File: config.mk
export PLATFORM = sky130hd
export DESIGN_NAME = smf_ctl
export DESIGN_NICKNAME = d
export VERILOG_FILES = /design/src/smf_pkg.sv /design/src/smf_block_fill.sv /design/src/smf_ctl.sv
export SDC_FILE = /design/constraint.sdc
export NUM_CORES = 1
export LEC_CHECK = 0
export ABC_CLOCK_PERIOD_IN_PS = 3100
export BUFFER_PORTS_ARGS = -buffer_cell sky130_fd_sc_hd__buf_4
export CAP_MARGIN = 20
export CORE_MARGIN = 2
export CORE_UTILIZATION = 50
export CTS_CLUSTER_DIAMETER = 80
export DETAILED_ROUTE_END_ITERATION = 7
export GPL_TIMING_DRIVEN = 0
export HOLD_SLACK_MARGIN = 0.02
export PLACE_DENSITY_LB_ADDON = 0.25
export SYNTH_ARGS = -nofsm -noshare
export SYNTH_HDL_FRONTEND = slang
export SYNTH_SLANG_ARGS = --single-unit
File: constraint.sdc
create_clock -name clk -period 3.1 [get_ports clk]
set_input_delay 0.93 -clock clk [delete_from_list [all_inputs] [get_ports clk]]
set_output_delay 0.93 -clock clk [all_outputs]
set_load 0.02 [all_outputs]
File: src/smf_pkg.sv
package smf_pkg;
   // ==========================================
   // Register map
   // ==========================================
   localparam logic [7:0]  SMF_CONTROL_OFS      = 8'h00;
   localparam logic [7:0]  SMF_MODE_OFS         = 8'h01;
   localparam logic [7:0]  SMF_ALIGN_OFS        = 8'h02;
   localparam logic [15:0] SMF_RESET_VAL        = 16'h0000;
   // ==========================================
   // Control register fields
   // ==========================================
   localparam int          SMF_CTL_ARM_BIT      = 5;
   localparam logic [15:0] SMF_CTL_WR_MASK      = 16'h003f;
   // ==========================================
   // Mode register fields
   // ==========================================
   localparam int          SMF_MODE_VAL_LSB     = 5;
   localparam int          SMF_MODE_GO_BIT      = 4;
   localparam int          SMF_MODE_STBY_BIT    = 3;
   localparam int          SMF_MODE_EVAL_BIT    = 2;
   localparam int          SMF_MODE_RATE_LSB    = 0;
   localparam logic [15:0] SMF_MODE_WR_MASK     = 16'h03ff;
   // ==========================================
   // Alignment status fields
   // ==========================================
   localparam int          SMF_ALIGN_DONE_BIT   = 12;
   localparam int          SMF_ALIGN_PHASE_BIT  = 11;
   // ==========================================
   // Connection memory word layout
   // ==========================================
   localparam int          SMF_CM_VAL_LSB       = 11;
   localparam int          SMF_CM_ADDR_W        = 11;
   localparam int          SMF_CM_DATA_W        = 16;
   localparam int          SMF_FILL_W           = 5;
   localparam int          SMF_OFFSET_W         = 11;
   // ==========================================
   // Timing
   // ==========================================
   localparam int          SMF_CLK_MHZ          = 250;
   localparam int          SMF_FRAME_NS         = 125000;
   localparam int          SMF_FRAME_CYC        = SMF_FRAME_NS * SMF_CLK_MHZ / 1000;
   localparam int          SMF_FILL_LIMIT_CYC   = 2 * SMF_FRAME_CYC;

   typedef enum logic [1:0] {
      SMF_RATE_2M   = 2'b00,
      SMF_RATE_4M   = 2'b01,
      SMF_RATE_8M   = 2'b10,
      SMF_RATE_RSVD = 2'b11
   } smf_rate_t;

   typedef enum logic [1:0] {
      SMF_EV_IDLE = 2'b00,
      SMF_EV_RUN  = 2'b01,
      SMF_EV_DONE = 2'b10
   } smf_eval_state_t;
endpackage

File: src/smf_block_fill.sv
`timescale 1ns/10ps
module smf_block_fill
   import smf_pkg::*;
#(
   parameter int ADDR_W = SMF_CM_ADDR_W
) (
   input  wire logic                     clk,
   input  wire logic                     reset_n,
   input  wire logic                     clk_en,
   input  wire logic                     start,
   input  wire logic                     abort,
   input  wire logic [SMF_FILL_W-1:0]    fill_value,
   output logic                          busy,
   output logic                          finished,
   output logic                          cm_wr_en,
   output logic [ADDR_W-1:0]             cm_addr,
   output logic [SMF_CM_DATA_W-1:0]      cm_wdata
);
   logic [ADDR_W-1:0] addr_r;

   // ==========================================
   // Sweep over every connection memory word
   // ==========================================
   always_ff @(posedge clk or negedge reset_n) begin
      if (!reset_n) begin
         busy     <= 1'b0;
         finished <= 1'b0;
         addr_r   <= '0;
         cm_wr_en <= 1'b0;
         cm_addr  <= '0;
         cm_wdata <= '0;
      end else if (clk_en) begin
         finished <= 1'b0;
         cm_wr_en <= 1'b0;
         if (abort) begin
            busy <= 1'b0;
         end else if (start && !busy) begin
            busy   <= 1'b1;
            addr_r <= '0;
            cm_wdata <= {fill_value, {SMF_CM_VAL_LSB{1'b0}}};
         end else if (busy) begin
            // One word per cycle finishes far inside two frames.
            cm_wr_en <= 1'b1;
            cm_addr  <= addr_r;
            addr_r   <= addr_r + 1'b1;
            if (addr_r == {ADDR_W{1'b1}}) begin
               busy     <= 1'b0;
               finished <= 1'b1;
            end
         end
      end
   end
endmodule

File: src/smf_ctl.sv
`timescale 1ns/10ps
module smf_ctl
   import smf_pkg::*;
#(
   parameter int ADDR_W = SMF_CM_ADDR_W,
   parameter int LANES  = 16
) (
   input  wire logic                     clk,
   input  wire logic                     reset_n,
   input  wire logic                     clk_en,
   input  wire logic                     cs_n,
   input  wire logic                     ds_n,
   input  wire logic                     rd_wr,
   input  wire logic [7:0]               addr,
   input  wire logic [15:0]              data_in,
   output logic      [15:0]              data_out,
   output logic                          data_oe,
   output logic                          dtack_n,
   input  wire logic                     output_drive_pin,
   input  wire logic                     frame_pulse_in,
   input  wire logic                     master_clk_level,
   input  wire logic                     gci_mode,
   output logic      [LANES-1:0]         serial_out_lanes_oe,
   output logic      [1:0]               rate_select,
   output logic                          cm_wr_en,
   output logic      [ADDR_W-1:0]        cm_addr,
   output logic      [SMF_CM_DATA_W-1:0] cm_wdata
);
   // ==========================================
   // Pin synchronisers
   // ==========================================
   logic [5:0] meta_r;
   logic [5:0] sync_r;
   logic       ds_n_d_r;
   logic       frame_d_r;

   always_ff @(posedge clk or negedge reset_n) begin
      if (!reset_n) begin
         // Strobes reset inactive high, frame pulse at its idle high level, and the others low.
         // A low drive pin bit here keeps the lanes off after reset.
         meta_r    <= 6'h34;
         sync_r    <= 6'h34;
         ds_n_d_r  <= 1'b1;
         frame_d_r <= 1'b1;
      end else if (clk_en) begin
         meta_r    <= {cs_n, ds_n, output_drive_pin, frame_pulse_in, master_clk_level, gci_mode};
         sync_r    <= meta_r;
         ds_n_d_r  <= sync_r[4];
         frame_d_r <= sync_r[2];
      end
   end

   logic cs_n_s;
   logic ds_n_s;
   logic drive_s;
   logic frame_s;
   logic mclk_s;
   logic gci_s;
   assign {cs_n_s, ds_n_s, drive_s, frame_s, mclk_s, gci_s} = sync_r;

   // Address and data are stable while the strobe is low, so they are taken at the synced strobe edge.
   logic access;
   logic wr_ctl;
   logic wr_mode;
   assign access  = ds_n_d_r && !ds_n_s && !cs_n_s;
   assign wr_ctl  = access && !rd_wr && (addr == SMF_CONTROL_OFS);
   assign wr_mode = access && !rd_wr && (addr == SMF_MODE_OFS);

   // ==========================================
   // Registers
   // ==========================================
   logic [15:0] control_r;
   logic [15:0] interface_mode_reg_r;
   logic [15:0] frame_align_reg_r;
   logic        fill_busy;
   logic        fill_finished;
   logic        go_prev_r;
   logic        eval_prev_r;

   logic go_new;
   logic arm_new;
   assign go_new  = wr_mode ? data_in[SMF_MODE_GO_BIT] : interface_mode_reg_r[SMF_MODE_GO_BIT];
   assign arm_new = wr_ctl ? data_in[SMF_CTL_ARM_BIT] : control_r[SMF_CTL_ARM_BIT];

   always_ff @(posedge clk or negedge reset_n) begin
      if (!reset_n) begin
         control_r <= SMF_RESET_VAL;
      end else if (clk_en && wr_ctl) begin
         control_r <= data_in & SMF_CTL_WR_MASK;
      end
   end

   always_ff @(posedge clk or negedge reset_n) begin
      if (!reset_n) begin
         interface_mode_reg_r <= SMF_RESET_VAL;
      end else if (clk_en) begin
         if (wr_mode) begin
            interface_mode_reg_r <= data_in & SMF_MODE_WR_MASK;
         end else if (fill_finished) begin
            interface_mode_reg_r[SMF_MODE_GO_BIT] <= 1'b0;
         end
      end
   end

   always_ff @(posedge clk or negedge reset_n) begin
      if (!reset_n) begin
         go_prev_r   <= 1'b0;
         eval_prev_r <= 1'b0;
      end else if (clk_en) begin
         go_prev_r   <= interface_mode_reg_r[SMF_MODE_GO_BIT];
         eval_prev_r <= interface_mode_reg_r[SMF_MODE_EVAL_BIT];
      end
   end

   // ==========================================
   // Block fill
   // ==========================================
   logic fill_start;
   logic fill_abort;
   assign fill_start = interface_mode_reg_r[SMF_MODE_GO_BIT] && !go_prev_r
                       && control_r[SMF_CTL_ARM_BIT];
   assign fill_abort = fill_busy && (!go_new || !arm_new);

   smf_block_fill #(
      .ADDR_W (ADDR_W)
   ) u_fill (
      .clk        (clk),
      .reset_n    (reset_n),
      .clk_en     (clk_en),
      .start      (fill_start),
      .abort      (fill_abort),
      .fill_value (interface_mode_reg_r[SMF_MODE_VAL_LSB +: SMF_FILL_W]),
      .busy       (fill_busy),
      .finished   (fill_finished),
      .cm_wr_en   (cm_wr_en),
      .cm_addr    (cm_addr),
      .cm_wdata   (cm_wdata)
   );

   // ==========================================
   // Frame alignment measurement
   // ==========================================
   smf_eval_state_t         ev_state_r;
   logic [SMF_OFFSET_W-1:0] ev_count_r;
   logic                    frame_edge;
   logic                    eval_rise;
   logic                    eval_fall;
   assign frame_edge = gci_s ? (frame_s && !frame_d_r) : (!frame_s && frame_d_r);
   assign eval_rise  = interface_mode_reg_r[SMF_MODE_EVAL_BIT] && !eval_prev_r;
   assign eval_fall  = !interface_mode_reg_r[SMF_MODE_EVAL_BIT] && eval_prev_r;

   always_ff @(posedge clk or negedge reset_n) begin
      if (!reset_n) begin
         ev_state_r        <= SMF_EV_IDLE;
         ev_count_r        <= '0;
         frame_align_reg_r <= SMF_RESET_VAL;
      end else if (clk_en) begin
         case (ev_state_r)
            SMF_EV_IDLE: begin
               if (eval_rise) begin
                  ev_state_r <= SMF_EV_RUN;
                  ev_count_r <= '0;
               end
            end
            SMF_EV_RUN: begin
               if (eval_fall) begin
                  ev_state_r <= SMF_EV_IDLE;
               end else if (frame_edge) begin
                  ev_state_r <= SMF_EV_DONE;
                  frame_align_reg_r <= SMF_RESET_VAL;
                  frame_align_reg_r[SMF_ALIGN_DONE_BIT]  <= 1'b1;
                  frame_align_reg_r[SMF_ALIGN_PHASE_BIT] <= mclk_s;
                  frame_align_reg_r[SMF_OFFSET_W-1:0]    <= ev_count_r;
               end else if (ev_count_r != {SMF_OFFSET_W{1'b1}}) begin
                  ev_count_r <= ev_count_r + 1'b1;
               end
            end
            SMF_EV_DONE: begin
               if (eval_fall) begin
                  ev_state_r <= SMF_EV_IDLE;
                  frame_align_reg_r[SMF_ALIGN_DONE_BIT] <= 1'b0;
               end
            end
            default: begin
               ev_state_r <= SMF_EV_IDLE;
            end
         endcase
      end
   end

   // ==========================================
   // Read path and outputs
   // ==========================================
   always_ff @(posedge clk or negedge reset_n) begin
      if (!reset_n) begin
         data_out <= '0;
         data_oe  <= 1'b0;
         dtack_n  <= 1'b1;
      end else if (clk_en) begin
         if (ds_n_s || cs_n_s) begin
            data_oe <= 1'b0;
            dtack_n <= 1'b1;
         end else if (access) begin
            dtack_n <= 1'b0;
            data_oe <= rd_wr;
            case (addr)
               SMF_CONTROL_OFS: data_out <= control_r;
               SMF_MODE_OFS:    data_out <= interface_mode_reg_r;
               SMF_ALIGN_OFS:   data_out <= frame_align_reg_r;
               default:         data_out <= '0;
            endcase
         end
      end
   end

   always_ff @(posedge clk or negedge reset_n) begin
      if (!reset_n) begin
         serial_out_lanes_oe <= '0;
         rate_select         <= SMF_RATE_2M;
      end else if (clk_en) begin
         serial_out_lanes_oe <= {LANES{drive_s | interface_mode_reg_r[SMF_MODE_STBY_BIT]}};
         rate_select         <= interface_mode_reg_r[SMF_MODE_RATE_LSB +: 2];
      end
   end
endmodule

==> summary.txt, run 1 <==
Synth
  – Area contributors post-synth: dfrtp_1 (49%), mux2_2 (12%), buf_4 (5.0%)
  – Top cell type's share of synthesized area: 0.491
  – Post-synth EDFFs: 0
  – Cell variety after synth: 49
  – Adder-cell share of the synthesized area: 0.00506
  – Avg Cell Area, Syn: 11.2 um2
  – Most common cell in the synthesized netlist: dfrtp_1
  – Post-Syn Area: 4940 um2
  – Mapped Cells: 443
  – Cell taking the most area after synthesis: dfrtp_1
  – FFs w/ async S/R, synth: 1.00
  – Main synth FF type: dfrtp_1
  – Yosys warnings: 0
  – Synth Area in XOR/XNOR: 0
  – Post-synth top cells: dfrtp_1 (97), mux2_2 (54), nand2_1 (51)
  – Complex-gate fraction of the synthesized area: 0.0994
  – Largest family of logic cells by synthesized area: simple AND/OR/NAND/NOR gates
  – Post-synthesis mux area share: 0.142
  – Synth Register Bits: between 100 and 150
  – Seq/Total Area, Yosys: 0.539
  – Simple-Gate Fraction of Synth Area: 0.143

Clock tree
  – Num CTS Buffers: 9
  – # hold bufs at CTS: 0
  – Clock Root Buffer: clkbuf_8
  – Clock Pin Slew Worst Setup and Hold Paths: 0.09 ns
  – Worst skew pair latency: about 0.37 ns
  – CTS sink cnt: 106
  – H-tree depth: 3
  – Post-CTS sizing: 0
  – Post-CTS setup buffers: 0
  – CTS tree: built
  – Clock Path Buffers: 2

STA
  – Tmin final: 2.55 ns
  – Fmax: 0.392 GHz
  – Final Cycle Share: 0.824
  – Final setup TNS: 0 ns
  – Max-slew violation count: 0
  – Actual slew at the worst max-slew pin: 0.774 ns
  – Slack of the critical path: between 0.5 and 0.6 ns
  – Hold Fails Final Rpt: 0
  – RSZ-0062 raised after global routing: false
  – Layout Skew: 0.0145 ns
  – Slew margin rel.: 0.480
  – Final setup fails: 0
  – Hold_ws: 0.459 ns

Power and ir drop
  – Leakage power: about 2.8 nW
  – Power density over the cells: 513 nW/um2
  – Power, Total: 3.07 mW
  – Peak VDD IR: 315 uV

Routing
  – Drt wl/cell: roughly 15 um
  – WL final: between 10000 and 15000 um
  – Detailed-route via count: approximately 3600
  – First-pass iteration count of the detailed router: 4
  – Post-route ant nets: 0
  – Detailed Route Iter0 Violations: 150
  – Vias per inst: about 5.4
  – # DRC: 0

Die
  – Die H: 103 um
  – I/O pin count: 98
  – Die area: 10700 um2
  – # rows: 36
  – Initial Util: 0.511
  – Area of the core: 9680 um2
  – Die Width: 103 um

Layout
  – Ratio of cells with drive above 1 in the final layout: 0.369
  – Final cell count without fillers: 681
  – NumNets Final: 579
  – Register area: ~2700 um2
  – Area occupied by multi-input gates: approximately 2000 um2
  – Final cell utilization of the core: 0.618
  – Area growth from synthesis to layout: 21.1%
  – Final instance area: 5990 um2
  – Fill cells: 801
  – Diodes inserted: 0

Setup path
  – Critical path data required time: 3.35 ns
  – Crit path capture: control_r[5]
  – Crit Path Class: input pin to register
  – Critical R2R Capture: control_r[5]
  – FF-to-FF path depth: 7
  – Setup crit start: addr[7]
  – Critical path peak fanout: 6
  – Setup crit end kind: register
  – Reg-to-Reg Start: ds_n_d_r
  – R2R setup slack: 0.95 ns
  – Worst EP arrival: approximately 2.8 ns
  – Worst setup SP type: input pin

Worst hold path
  – Hold path startpoint: dtack_n
  – Hold WC Path Type: register to register

GRT
  – Initial antenna violation count: 0
  – Global Route Usage Sum: 0.206
  – Grt total ovfl: 0
  – Global-route wire length before repair: ~17000 um
  – Number of global-route vias before repair: 3306
  – Largest net degree at the start of global routing: 69

Run status
  – Status: completed

Place
  – Cell Area, Placed: 5750 um2
  – Post-Place Cells: 665
  – Hpwl dp: 7650 um
  – IO buf count: 75
  – DP Worst Slack: 0.194 ns
  – Placer Congestion: 0.790

Job
  – Max-cap viol count: 0
-- cell usage in the layout, fill, tap and decap left out, drive strengths merged, types with 12 or more instances in the layout --
cell type,Yosys,routed
buf,38,114
dfrtp,97,97
mux2,54,54
nand2,52,52
o21ai,29,29
nand3,19,19
a21oi,19,19
clkbuf,8,19
nor2,17,17
o31ai,17,17
conb,1,14
inv,11,12
-- flip-flops by register name, summed over array words and instances, names as in the netlist --
register / count
serial_out_lanes_oe: 1
control_r: 6
dtack_n: 1
ev_count_r: 11
ev_state_r: 2
frame_align_reg_r: 13
eval_prev_r: 1
frame_d_r: 1
u_fill.finished: 1
interface_mode_reg_r: 10
go_prev_r: 1
u_fill.cm_wdata: 5
rate_select: 2
u_fill.cm_wr_en: 1
u_fill.addr_r: 11
ds_n_d_r: 1
u_fill.busy: 1
data_out: 13
meta_r: 6
u_fill.cm_addr: 11
sync_r: 6
data_oe: 1
-- routing by layer --
metal,up-vias,share of wire,track usage
met4,0,0.014,0.0648
li1,1743,-,-
met3,10,0.051,0.0363
met2,114,0.47,0.322
met1,1782,0.47,0.296
met5,-,0,0
-- final cells by class --
class / instances / area share
Timing Repair Buffer: 76 / 0.0987
Multi-Input combinational cell: 293 / 0.331
Clock buffer: 11 / 0.0219
Tap cell: 133 / 0.0278
Sequential cell: 106 / 0.445
Clock inverter: 5 / 0.0173
Buffer: 46 / 0.0516
Inverter: 11 / 0.00690
-- worst max-delay path, stage by stage --
cell and delay, ns:
buf_4 0.11, nor4_2 0.46, nand2_1 0.32, nor4_4 0.31
nor2b_1 0.16, buf_4 0.18, mux2_2 0.34
-- kinds of logic after synthesis --
family,count (synthesis)
buf+inv,57
flops,106
fa+ha+maj,2
simple gates,134
mux,62
other cells,1
compound gates,81
-- worst min-delay path by stage --
stage,to,slack [ns],cells past startpoint
4_1_cts,dtack_n,0.47,2
5_1_grt,u_fill.cm_wdata[12],0.51,2
3_3_place_gp,dtack_n,0.45,2
2_1_floorplan,frame_align_reg_r[10],0.45,2
3_5_place_dp,dtack_n,0.45,2
6_report,dtack_n,0.46,2
-- where the power goes --
group / leakage (nW) / total [mW] / internal (mW) / switching [mW]
clock network: 0.118 / 1.00 / 0.539 / 0.462
logic: 1.30 / 0.502 / 0.230 / 0.272
registers: 1.42 / 1.57 / 1.48 / 0.0860
(Power assumes the default switching activity.)
==> run 2: changes to the inputs <==
ABC_CLOCK_PERIOD_IN_PS = 2400   (was 3100)
clock period = 2.4 ns   (was 3.1 ns; I/O delays follow)
==> summary.txt, run 2 (synthesis results as in run 1) <==
Run status
  – Status: completed

STA
  – RSZ-0062 raised after global routing: false
  – Final setup TNS: 0 ns
  – Slew margin rel.: 0.488
  – Fmax: 0.449 GHz
  – Hold_ws: 0.314 ns
  – Actual slew at the worst max-slew pin: 0.762 ns
  – Max-slew violation count: 0
  – Layout Skew: roughly 0.014 ns
  – Hold Fails Final Rpt: 0
  – Slack of the critical path: around 0.17 ns
  – Final setup fails: 0
  – Final Cycle Share: 0.929
  – Tmin final: 2.23 ns

Clock tree
  – H-tree depth: 3
  – # hold bufs at CTS: 0
  – Clock Pin Slew Worst Setup and Hold Paths: 0.10 ns
  – Clock Path Buffers: 2
  – Clock Root Buffer: clkbuf_8
  – Worst skew pair latency: around 0.37 ns
  – Num CTS Buffers: 9
  – CTS sink cnt: 106
  – CTS tree: built

Layout
  – Area occupied by multi-input gates: 1990 um2
  – Final instance area: 6000 um2
  – Ratio of cells with drive above 1 in the final layout: 0.370
  – Final cell count without fillers: 681
  – Diodes inserted: 0
  – NumNets Final: slightly below 600
  – Fill cells: 806
  – Area growth from synthesis to layout: 21.3%
  – Commonest cells after routing, fill and taps aside: buf_4 (108), dfrtp_1 (97), mux2_2 (54)
  – Most common library cell in the layout ignoring fill and taps: buf_4
  – Register area: 2660 um2
  – Largest registers: data_out x13, frame_align_reg_r x13

Setup path
  – Critical path data required time: 2.70 ns
  – FF-to-FF path depth: 7
  – Crit Path Class: input pin to register
  – Critical path peak fanout: 9
  – Worst EP arrival: 2.53 ns
  – R2R setup slack: 0.25 ns
  – Critical R2R Capture: control_r[5]
  – Worst setup SP type: input pin
  – Setup crit end kind: register
  – Reg-to-Reg Start: ds_n_d_r

Routing
  – # DRC: 0
  – Vias per inst: 5.37
  – Drt wl/cell: 15.2 um
  – First-pass iteration count of the detailed router: 5
  – Detailed Route Iter0 Violations: 184
  – Detailed-route via count: between 3000 and 4000
  – Post-route ant nets: 0
  – WL final: approximately 10000 um

GRT
  – Global Route Usage Sum: 0.206
  – Initial antenna violation count: 0
  – Grt total ovfl: 0
  – Largest net degree at the start of global routing: between 60 and 70
  – Number of global-route vias before repair: 3306
  – Global-route wire length before repair: approximately 17000 um

Die
  – Die H: 103 um
  – Area of the core: ~9700 um2
  – Initial Util: 0.511
  – # rows: 36
  – Die Width: approximately 100 um
  – I/O pin count: 98
  – Die area: 10700 um2

Job
  – Max-cap viol count: 0

Place
  – DP Worst Slack: -0.296 ns
  – Cell Area, Placed: 5750 um2
  – Placer Congestion: 0.790
  – IO buf count: 75
  – Hpwl dp: about 7600 um
  – Post-Place Cells: 665

Power and ir drop
  – Leakage power: around 2.8 nW
  – Peak VDD IR: roughly 410 uV
  – Power density over the cells: 662 nW/um2

Worst hold path
  – Hold WC Path Type: input pin to async pin
-- run 2: cell counts in the layout (fill, tap and decap cells not counted) --
Identical to the previous run, type by type.
-- run 2: how the worst max path moves through the flow --
| stage | startpoint | cells after the start | to |
|---|---|---|---|
| after CTS | addr[7] | 7 | control_r[5] |
| after global placement | addr[7] | 7 | control_r[2] |
| final | addr[7] | 6 | u_fill.addr_r[5] |
| after detailed placement | addr[7] | 7 | control_r[5] |
| after floorplan | addr[1] | 6 | u_fill.addr_r[5] |
| after global routing | addr[7] | 6 | u_fill.addr_r[10] |
-- run 2: routing by layer --
| layer | up-vias | share of wire | track usage |
|---|---|---|---|
| met1 | 1769 | 0.46 | 0.296 |
| met3 | 7 | 0.063 | 0.0363 |
| li1 | 1743 | - | - |
| met5 | - | 0 | 0 |
| met2 | 137 | 0.47 | 0.322 |
| met4 | 0 | 0.012 | 0.0648 |
-- run 2: through the flow --
stage | power [mW] | utilization
floorplan | 2.46 | -
global placement | 2.68 | 0.591
detailed placement | 2.71 | 0.594
CTS | 4.00 | 0.618
global route | 4.16 | 0.619
finish | 3.97 | 0.619
-- run 2: layout make-up --
type | count | share of cell area
inverter | 11 | 0.00689
tap | 133 | 0.0277
timing repair buffer | 76 | 0.0985
multi-input combinational | 293 | 0.332
buffer | 46 | 0.0515
sequential | 106 | 0.444
clock buffer | 11 | 0.0219
clock inverter | 5 | 0.0173
-- run 2: what timing repair did --
action	CTS	global route
setup endpoints to repair	0	8
setup buffers	0	0
resized for setup	0	2
-- run 2: worst max-delay path, cell delays in order --
cell      delay (ns)
buf_4           0.12
nor4_4          0.38
nand4b_1        0.28
mux2i_4         0.31
or4b_2          0.62
nand3_1         0.10
-- run 2: power breakdown --
part           leakage (nW)  switching, mW  total [mW]  internal, mW
registers              1.42          0.111        2.02          1.91
logic                  1.30          0.354       0.652         0.298
clock network         0.118          0.598        1.29         0.697
total                  2.84           1.06        3.97          2.91
